File: config.mk
export PLATFORM = sky130hd
export DESIGN_NAME = left_adc_line_input_mix_regs
export DESIGN_NICKNAME = d
export VERILOG_FILES = /design/src/hdl/mix_level_decode.v /design/src/hdl/left_adc_line_input_mix_regs.v
export VERILOG_INCLUDE_DIRS = /design/src /design/src/hdl
export SDC_FILE = /design/constraint.sdc
export NUM_CORES = 1
export LEC_CHECK = 0
export BUFFER_PORTS_ARGS = -buffer_cell sky130_fd_sc_hd__buf_2
export CAP_MARGIN = 10
export CORE_ASPECT_RATIO = 0.5
export CORE_MARGIN = 2
export CORE_UTILIZATION = 53
export DETAILED_ROUTE_END_ITERATION = 10
export GPL_ROUTABILITY_DRIVEN = 0
export GPL_TIMING_DRIVEN = 0
export PLACE_DENSITY = 0.82
export SLEW_MARGIN = 20
export SYNTH_ARGS = -nofsm -noshare
export SYNTH_HDL_FRONTEND = slang
export SYNTH_SLANG_ARGS = --single-unit
File: constraint.sdc
create_clock -name aclk -period 4.4 [get_ports aclk]
set_input_delay 1.32 -clock aclk [delete_from_list [all_inputs] [get_ports aclk]]
set_output_delay 1.32 -clock aclk [all_outputs]
set_load 0.01 [all_outputs]
File: src/hdl/left_adc_line_input_mix_map.vh
`ifndef LEFT_ADC_LINE_INPUT_MIX_MAP_VH
`define LEFT_ADC_LINE_INPUT_MIX_MAP_VH

// ****************************************************************
// Register indices; the byte address is four times the index, except the status entry, which is a byte address.
// ****************************************************************
`define IDX_LEFT_LINE_ONE_TO_LEFT  8'h13
`define IDX_LEFT_LINE_TWO_TO_LEFT  8'h14
`define IDX_RIGHT_LINE_ONE_TO_LEFT 8'h15
`define ADDR_MIX_STATUS            8'h80

// ****************************************************************
// Field positions.
// ****************************************************************
`define WIRING_BIT                 7
`define LEVEL_MSB                  6
`define LEVEL_LSB                  3
`define BIAS_BIT                   2
`define POWER_BIT                  2

// ****************************************************************
// Reset values and writable-bit masks.
// ****************************************************************
`define RST_LEFT_LINE_ONE_TO_LEFT  8'h78
`define RST_LEFT_LINE_TWO_TO_LEFT  8'h78
`define RST_RIGHT_LINE_ONE_TO_LEFT 8'h78
`define WMASK_LEFT_LINE_ONE        8'hFF
`define WMASK_LEFT_LINE_TWO        8'hFC
`define WMASK_RIGHT_LINE_ONE       8'hF8

// ****************************************************************
// Level codes and bus responses.
// ****************************************************************
`define LEVEL_DISCONNECT           4'hF
`define LEVEL_MAX_FINE             4'h8
`define RESP_OKAY                  2'h0
`define RESP_SLVERR                2'h2

// ****************************************************************
// Address decoder selections.
// ****************************************************************
`define SEL_NONE                   3'h0
`define SEL_LEFT_LINE_ONE          3'h1
`define SEL_LEFT_LINE_TWO          3'h2
`define SEL_RIGHT_LINE_ONE         3'h3
`define SEL_STATUS                 3'h4

`endif

File: src/hdl/mix_level_decode.v
`timescale 1ns/1ps
`default_nettype none

`include "left_adc_line_input_mix_map.vh"

// ****************************************************************
// Level code decoder for one line input of the left mix.
// ****************************************************************
module mix_level_decode (
	input  wire [3:0] level_code,
	input  wire       fine_steps,
	output reg        connected,
	output reg        reserved_code,
	output reg  [3:0] atten_steps
);

	// A fine input accepts every code up to eight; a coarse one only steps of four.
	// The attenuation in 1.5 dB steps equals the code itself for every connecting code; 1111 gives zero.
	always @* begin
		connected     = 1'b0;
		reserved_code = 1'b0;
		atten_steps   = 4'h0;
		if (level_code == `LEVEL_DISCONNECT) begin
			connected = 1'b0;
		end else if (fine_steps && (level_code <= `LEVEL_MAX_FINE)) begin
			connected   = 1'b1; // [RULE9] [RULE10]
			atten_steps = level_code;
		end else if (!fine_steps && (level_code[1:0] == 2'h0) && (level_code <= `LEVEL_MAX_FINE)) begin
			connected   = 1'b1; // [RULE3]
			atten_steps = level_code;
		end else begin
			// Reserved codes leave the input out of the mix rather than guess a gain.
			reserved_code = 1'b1;
		end
	end

endmodule

`default_nettype wire

File: src/hdl/left_adc_line_input_mix_regs.v
// Added by the designer: the AXI4-Lite slave port.
`timescale 1ns/1ps
`default_nettype none

`include "left_adc_line_input_mix_map.vh"

// How it works
// RULE1 - Second left line bit 7 picks single-ended or differential wiring, resets 0.
// RULE2 - Software keeps second left line wiring equal in left and right registers.
// RULE3 - Second left line level: 0000 0 dB, 0100 -6, 1000 -12, 1111 off.
// RULE4 - Software never writes the reserved second left line level codes.
// RULE5 - Second left line bit 2 enables weak common-mode bias, resets 0.
// RULE6 - Reserved low bits of both mix registers read zero and ignore writes.
// RULE7 - First right line bit 7 picks single-ended or differential wiring, resets 0.
// RULE8 - Software keeps both copies of first right line wiring equal.
// RULE9 - First right line level steps -1.5 dB from 0000 to 1000; 1111 off.
// RULE10 - Any attenuation code connects first right line into the left mix.
// RULE11 - Software never writes codes 1001 to 1110 to first right line level.
// RULE12 - First left line bit 2 powers the left ADC channel up, resets 0.
// RULE13 - Writes take effect at once, reads return stored value, reset reloads.
module left_adc_line_input_mix_regs (
	input  wire        aclk,
	input  wire        aresetn,
	input  wire        ce,
	input  wire [7:0]  awaddr,
	input  wire        awvalid,
	output reg         awready,
	input  wire [31:0] wdata,
	input  wire [3:0]  wstrb,
	input  wire        wvalid,
	output reg         wready,
	output reg  [1:0]  bresp,
	output reg         bvalid,
	input  wire        bready,
	input  wire [7:0]  araddr,
	input  wire        arvalid,
	output reg         arready,
	output reg  [31:0] rdata,
	output reg  [1:0]  rresp,
	output reg         rvalid,
	input  wire        rready,
	output reg         second_left_line_input_wiring_style,
	output reg  [3:0]  second_left_line_input_level,
	output reg         second_left_line_input_connected,
	output reg  [3:0]  second_left_line_input_atten_steps,
	output reg         first_right_line_input_wiring_style,
	output reg  [3:0]  first_right_line_input_level,
	output reg         first_right_line_input_connected,
	output reg  [3:0]  first_right_line_input_atten_steps,
	output reg         left_unselected_bias_enable,
	output reg         left_adc_power_up
);

	// ****************************************************************
	// Address decode, shared by the write and the read path.
	// ****************************************************************
	function [2:0] reg_select;
		input [7:0] addr;
		begin
			// The index times four is ten bits wide, so the address is widened to match.
			if ({2'b00, addr} == {`IDX_LEFT_LINE_ONE_TO_LEFT, 2'b00}) begin
				reg_select = `SEL_LEFT_LINE_ONE;
			end else if ({2'b00, addr} == {`IDX_LEFT_LINE_TWO_TO_LEFT, 2'b00}) begin
				reg_select = `SEL_LEFT_LINE_TWO;
			end else if ({2'b00, addr} == {`IDX_RIGHT_LINE_ONE_TO_LEFT, 2'b00}) begin
				reg_select = `SEL_RIGHT_LINE_ONE;
			end else if (addr == `ADDR_MIX_STATUS) begin
				reg_select = `SEL_STATUS;
			end else begin
				reg_select = `SEL_NONE;
			end
		end
	endfunction

	// ****************************************************************
	// State.
	// ****************************************************************
	reg  [7:0]  left_line_one_reg;
	reg  [7:0]  left_line_two_reg;
	reg  [7:0]  right_line_one_reg;
	reg         aw_hold_reg;
	reg  [7:0]  aw_addr_reg;
	reg         w_hold_reg;
	reg  [7:0]  w_data_reg;
	reg         w_strb_reg;
	reg  [7:0]  left_line_one_next;
	reg  [7:0]  left_line_two_next;
	reg  [7:0]  right_line_one_next;
	reg         aw_hold_next;
	reg  [7:0]  aw_addr_next;
	reg         w_hold_next;
	reg  [7:0]  w_data_next;
	reg         w_strb_next;
	reg         bvalid_next;
	reg  [1:0]  bresp_next;
	reg         rvalid_next;
	reg  [31:0] rdata_next;
	reg  [1:0]  rresp_next;
	reg  [2:0]  wsel;
	reg  [2:0]  rsel;
	reg  [7:0]  status_byte;
	wire [7:0]  level_codes;
	wire [1:0]  dec_connected;
	wire [1:0]  dec_reserved;
	wire [7:0]  dec_steps;

	// ****************************************************************
	// Level decoders: index 0 is the second left line, 1 the first right line.
	// ****************************************************************
	assign level_codes = {right_line_one_reg[`LEVEL_MSB:`LEVEL_LSB], left_line_two_reg[`LEVEL_MSB:`LEVEL_LSB]};

	genvar gi;
	generate
		for (gi = 0; gi < 2; gi = gi + 1) begin : g_dec
			mix_level_decode u_dec (
				.level_code    (level_codes[gi*4+3:gi*4]),
				.fine_steps    (gi == 1),
				.connected     (dec_connected[gi]),
				.reserved_code (dec_reserved[gi]),
				.atten_steps   (dec_steps[gi*4+3:gi*4])
			);
		end
	endgenerate

	// ****************************************************************
	// Bus next-state logic.
	// ****************************************************************

	// Address and data are latched independently so either may arrive first.
	// The response is raised only once both halves of the write are held.
	always @* begin
		left_line_one_next  = left_line_one_reg;
		left_line_two_next  = left_line_two_reg;
		right_line_one_next = right_line_one_reg;
		aw_hold_next        = aw_hold_reg;
		aw_addr_next        = aw_addr_reg;
		w_hold_next         = w_hold_reg;
		w_data_next         = w_data_reg;
		w_strb_next         = w_strb_reg;
		bvalid_next         = bvalid;
		bresp_next          = bresp;
		rvalid_next         = rvalid;
		rdata_next          = rdata;
		rresp_next          = rresp;
		wsel                = reg_select(aw_addr_reg);
		rsel                = reg_select(araddr);
		status_byte         = {4'h0, dec_reserved[1], dec_reserved[0], dec_connected[1], dec_connected[0]};
		if (awvalid && awready) begin
			aw_hold_next = 1'b1;
			aw_addr_next = awaddr;
		end
		if (wvalid && wready) begin
			w_hold_next = 1'b1;
			w_data_next = wdata[7:0];
			w_strb_next = wstrb[0];
		end
		if (bvalid && bready) begin
			bvalid_next = 1'b0;
		end
		if (aw_hold_reg && w_hold_reg && !bvalid) begin
			aw_hold_next = 1'b0;
			w_hold_next  = 1'b0;
			bvalid_next  = 1'b1;
			bresp_next   = (wsel == `SEL_NONE) ? `RESP_SLVERR : `RESP_OKAY;
			// Only byte lane 0 carries register bits; a write without it stores nothing.
			if (w_strb_reg) begin
				case (wsel)
					`SEL_LEFT_LINE_ONE: begin
						left_line_one_next = w_data_reg & `WMASK_LEFT_LINE_ONE; // [RULE12] [RULE13]
					end
					`SEL_LEFT_LINE_TWO: begin
						// Masked bits keep their zero reset value forever.
						left_line_two_next = w_data_reg & `WMASK_LEFT_LINE_TWO; // [RULE6] [RULE13]
					end
					`SEL_RIGHT_LINE_ONE: begin
						right_line_one_next = w_data_reg & `WMASK_RIGHT_LINE_ONE; // [RULE6] [RULE13]
					end
					default: begin
						left_line_one_next = left_line_one_reg;
					end
				endcase
			end
		end
		if (rvalid && rready) begin
			rvalid_next = 1'b0;
		end
		if (arvalid && arready) begin
			rvalid_next = 1'b1;
			rresp_next  = (rsel == `SEL_NONE) ? `RESP_SLVERR : `RESP_OKAY;
			case (rsel)
				`SEL_LEFT_LINE_ONE: begin
					rdata_next = {24'h000000, left_line_one_reg}; // [RULE13]
				end
				`SEL_LEFT_LINE_TWO: begin
					rdata_next = {24'h000000, left_line_two_reg}; // [RULE13]
				end
				`SEL_RIGHT_LINE_ONE: begin
					rdata_next = {24'h000000, right_line_one_reg}; // [RULE13]
				end
				`SEL_STATUS: begin
					rdata_next = {24'h000000, status_byte};
				end
				default: begin
					rdata_next = 32'h00000000;
				end
			endcase
		end
	end

	// ****************************************************************
	// Registers and outputs.
	// ****************************************************************

	// Decoded outputs are registered, so they trail the stored fields by one cycle.
	// Clock enable low freezes everything, including the bus handshake, but not reset.
	always @(posedge aclk) begin
		if (!aresetn) begin
			left_line_one_reg                   <= `RST_LEFT_LINE_ONE_TO_LEFT; // [RULE12] [RULE13]
			left_line_two_reg                   <= `RST_LEFT_LINE_TWO_TO_LEFT; // [RULE1] [RULE3] [RULE5] [RULE6]
			right_line_one_reg                  <= `RST_RIGHT_LINE_ONE_TO_LEFT; // [RULE7] [RULE9] [RULE6]
			aw_hold_reg                         <= 1'b0;
			aw_addr_reg                         <= 8'h00;
			w_hold_reg                          <= 1'b0;
			w_data_reg                          <= 8'h00;
			w_strb_reg                          <= 1'b0;
			awready                             <= 1'b0;
			wready                              <= 1'b0;
			bvalid                              <= 1'b0;
			bresp                               <= `RESP_OKAY;
			arready                             <= 1'b0;
			rvalid                              <= 1'b0;
			rdata                               <= 32'h00000000;
			rresp                               <= `RESP_OKAY;
			second_left_line_input_wiring_style <= 1'b0;
			second_left_line_input_level        <= `LEVEL_DISCONNECT;
			second_left_line_input_connected    <= 1'b0;
			second_left_line_input_atten_steps  <= 4'h0;
			first_right_line_input_wiring_style <= 1'b0;
			first_right_line_input_level        <= `LEVEL_DISCONNECT;
			first_right_line_input_connected    <= 1'b0;
			first_right_line_input_atten_steps  <= 4'h0;
			left_unselected_bias_enable         <= 1'b0;
			left_adc_power_up                   <= 1'b0;
		end else if (ce) begin
			left_line_one_reg                   <= left_line_one_next;
			left_line_two_reg                   <= left_line_two_next;
			right_line_one_reg                  <= right_line_one_next;
			aw_hold_reg                         <= aw_hold_next;
			aw_addr_reg                         <= aw_addr_next;
			w_hold_reg                          <= w_hold_next;
			w_data_reg                          <= w_data_next;
			w_strb_reg                          <= w_strb_next;
			awready                             <= !aw_hold_next && !bvalid_next;
			wready                              <= !w_hold_next && !bvalid_next;
			bvalid                              <= bvalid_next;
			bresp                               <= bresp_next;
			arready                             <= !rvalid_next;
			rvalid                              <= rvalid_next;
			rdata                               <= rdata_next;
			rresp                               <= rresp_next;
			second_left_line_input_wiring_style <= left_line_two_reg[`WIRING_BIT]; // [RULE1]
			second_left_line_input_level        <= left_line_two_reg[`LEVEL_MSB:`LEVEL_LSB]; // [RULE3]
			second_left_line_input_connected    <= dec_connected[0]; // [RULE3]
			second_left_line_input_atten_steps  <= dec_steps[3:0];
			first_right_line_input_wiring_style <= right_line_one_reg[`WIRING_BIT]; // [RULE7]
			first_right_line_input_level        <= right_line_one_reg[`LEVEL_MSB:`LEVEL_LSB]; // [RULE9]
			first_right_line_input_connected    <= dec_connected[1]; // [RULE10]
			first_right_line_input_atten_steps  <= dec_steps[7:4]; // [RULE9]
			left_unselected_bias_enable         <= left_line_two_reg[`BIAS_BIT]; // [RULE5]
			left_adc_power_up                   <= left_line_one_reg[`POWER_BIT]; // [RULE12]
		end
	end

endmodule

`default_nettype wire

==> metrics.md <==
| Metric | Value |
|---|---|
| Initial antenna violation count | `0` |
| FF-to-FF End | `left_line_one_reg[5]$_SDFFE_PN1P_` |
| Total congestion overflow | `0` |
| Max_slew headroom | `30.7%` |
| Num ports | `123` |
| Leakage power | `0.00175 µW` |
| Placed Area | `3850 µm²` |
| CP endpoint kind | `flop` |
| Met1 Use GR | `26.7%` |
| GR Util met2 | `38.5%` |
| Clk slew on worst S/H paths | `0.05 ns` |
| Outcome | `completed` |
| Most common cell in the synthesized netlist | `dfxtp_1` |
| PwrDens | `375 nW/µm²` |
| Worst path cell trace | `buf_2 > buf_2 > nand3_1 > nor4_1 > a32oi_1 > a21boi_1` |
| CTS resizes | `0` |
| Diodes inserted | `0` |
| DR iter-0 viols | `144` |
| Post-CTS Hold Fix Bufs | `0` |
| DR vias/cell | `4.90` |
| Routed via count | `2716` |
| Internal power | `1240 µW` |
| Die area | `6940 µm²` |
| Yosys warns | `0` |
| Unrepaired setup endpoints after global routing | `false` |
| Layout cells sized above 1 | `24.9%` |
| CTS max path bufs | `2` |
| Min-delay src | `rdata[0]$_SDFFE_PN0P_` |
| Routed Antenna Nets | `0` |
| FMAX | `358 MHz` |
| Comb power frac | `7.1%` |
| Hold path endpoint | `rdata[0]$_SDFFE_PN0P_` |
| Area grow syn2layout | `25.4%` |
| Sw frac | `20.6%` |
| CORE AREA | `6060 µm²` |
| Most used cell, CP | `buf_2` |
| CTS tree | `yes` |
| Worst Hold Class | `reg -> reg` |
| Largest net degree at the start of global routing | `12` |
| Clock Latency Late Sink | `0.33 ns` |
| Worst Reg-to-Reg Cells | `5` |
| Final period utilization | `63.6%` |
| Critical Path Max Stage Delay | `0.90 ns` |
| Layout filler cell count | `500` |
| Fraction of registers with async set/reset | `0%` |
| Synth area leaders | `dfxtp_1 (45%), mux2i_1 (9.1%), nand2_1 (7.5%)` |
| Drt first pass iters | `4` |
| Critical R2R Launch | `aw_addr_reg[0]$_SDFFE_PN0P_` |
| IO Port Bufs | `67` |
| # Max-Cap Violations | `0` |
| Synth Flop Type | `dfxtp_1` |
| H-tree levels | `3` |
| R2R Setup Slk | `2.42 ns` |
| Worst Setup SP | `ce` |
| Final Util | `68.7%` |
| Post-synth cell types | `47` |
| Die span in x | `116 µm` |
| Vias in the first global route | `2484` |
| Switching power | `321 µW` |
| Gate Count Post-Synth | `358` |
| Tmin final | `2.80 ns` |
| Number of synthesized flops with an enable pin | `0` |
| Slowest CP cell | `nor4_1` |
| Critical Path RT | `4.66 ns` |
| Clock network power share | `48.1%` |
| Flops & latches, synth | `75` |
| Top cells by count, synth | `dfxtp_1 (75), nand2_1 (66), mux2i_1 (30)` |
| WL per Instance | `13.1 µm` |
| Final Hold Fails | `0` |
| DRC viols | `0` |
| M3 GR Usage | `8.11%` |
| Total Power | `1560 µW` |
| Worst Path Class, Setup | `in -> reg` |
| Hold Crit Depth | `2` |
| # Post-CTS Setup Buffers | `0` |
| Total Wirelength | `7240 µm` |
| Die height | `59.9 µm` |
| Worst Setup Start Kind | `input port` |
| Cell Rows | `20` |
| Flop pwr share | `44.8%` |
| Clock Tree Root | `clkbuf_16` |
| GRT Util Overall | `22.4%` |
| Leading area contributor after synthesis | `dfxtp_1` |
| Mapped Area | `3310 µm²` |
| WP data arrival | `3.06 ns` |
| Initial Util | `54.7%` |
| Maximum VDD drop | `0.000189 V` |
| Global-route wire length before repair | `11600 µm` |
| Post-route cell area | `4160 µm²` |
| Top cell type's share of synthesized area | `45.3%` |
| Final net count | `521` |
| Clk_skew | `0.00331 ns` |
| Final setup viols | `0` |
| Sequential fraction of the synthesis area | `45.3%` |
| Max Slew Vio Count | `0` |
| Crit-path max FO | `10` |
| Setup_tns | `0 ns` |
| Most used routing layer | `met2` |
| Detail Placement HPWL | `5340 µm` |
| Slew @ Worst Pin | `1.03 ns` |
| CTS Buf Count | `9` |
| Mean Syn Cell Area | `9.26 µm²` |
| CTS Sinks | `75` |
[power groups by stage]
stage,logic (µW),clock network (µW),registers [µW]
after floorplan,73.5,0,714
after global placement,108,0,713
after detailed placement,109,0,713
after CTS,110,757,699
after global routing,123,788,700
final,110,751,699
[through the flow]
step / setup WS (ns) / hold slack (ns) / instances
after floorplan: 1.78 / 0.434 / 383
after global placement: 1.35 / 0.437 / 538
after detailed placement: 1.34 / 0.442 / 538
after CTS: 1.58 / 0.450 / 554
after global routing: 1.47 / 0.460 / 554
final: 1.60 / 0.448 / 554
[routing by layer]
| layer | vias up | part of all wire [%] |
|---|---|---|
| met4 | 0 | 1.2 |
| li1 | 1380 | - |
| met3 | 8 | 7.8 |
| met2 | 89 | 46 |
| met1 | 1239 | 45 |
| met5 | - | 0 |
[kinds of logic after synthesis]
logic type             Yosys count  synth area share [%]
and+or+nand+nor                139                  22.6
DFF                             75                  45.3
AOI/OAI and AO/OA               58                  12.6
buffers and inverters           51                  8.98
muxes                           34                  10.4
other                            1                 0.113
[final cells by class]
class | count | area [µm²] | area share [%]
multi-input cells | 257 | 1610 | 38.7
flip-flops and latches | 75 | 1500 | 36.1
repair buffers | 67 | 335 | 8.07
plain buffers | 43 | 268 | 6.44
clock buffers | 14 | 244 | 5.87
well taps | 88 | 110 | 2.65
clock inverters | 2 | 60.1 | 1.44
inverters | 8 | 30.0 | 0.722
[cell usage in the layout (no fill, tap or decap), types with 2 or more instances in the layout]
cell / n
nand3b_1: 5
dfxtp_1: 75
nor2b_1: 15
a21oi_1: 4
nand2b_1: 7
buf_4: 26
a211oi_1: 4
buf_1: 3
conb_1: 26
buf_2: 68
o21ai_0: 3
a22oi_1: 6
bufinv_16: 2
nor2_1: 9
and3_1: 4
nor4_1: 2
nand2_1: 66
mux2i_1: 30
a21boi_0: 21
nor4_4: 3
clkbuf_16: 9
a21boi_1: 6
a21o_1: 2
mux2_2: 4
clkbuf_1: 17
inv_1: 8
o22ai_1: 3
and2_1: 6
nand3_1: 12
[worst max-delay path, delay by kind of cell]
family	cells	cell delay [ns]
AND/OR/NAND/NOR	2	1.07
buffers and inverters	2	0.32
AO/OA/AOI/OAI	2	0.35
[worst max-delay path by stage]
stage	end	slack, ns
finish	rdata[0]$_SDFFE_PN0P_	1.60
global route	rdata[6]$_SDFFE_PN0P_	1.47
CTS	rdata[6]$_SDFFE_PN0P_	1.58
detailed placement	rdata[0]$_SDFFE_PN0P_	1.34
global placement	rdata[0]$_SDFFE_PN0P_	1.35
floorplan	rdata[1]$_SDFFE_PN0P_	1.78
Note: power is estimated with default switching activity, not from simulation.
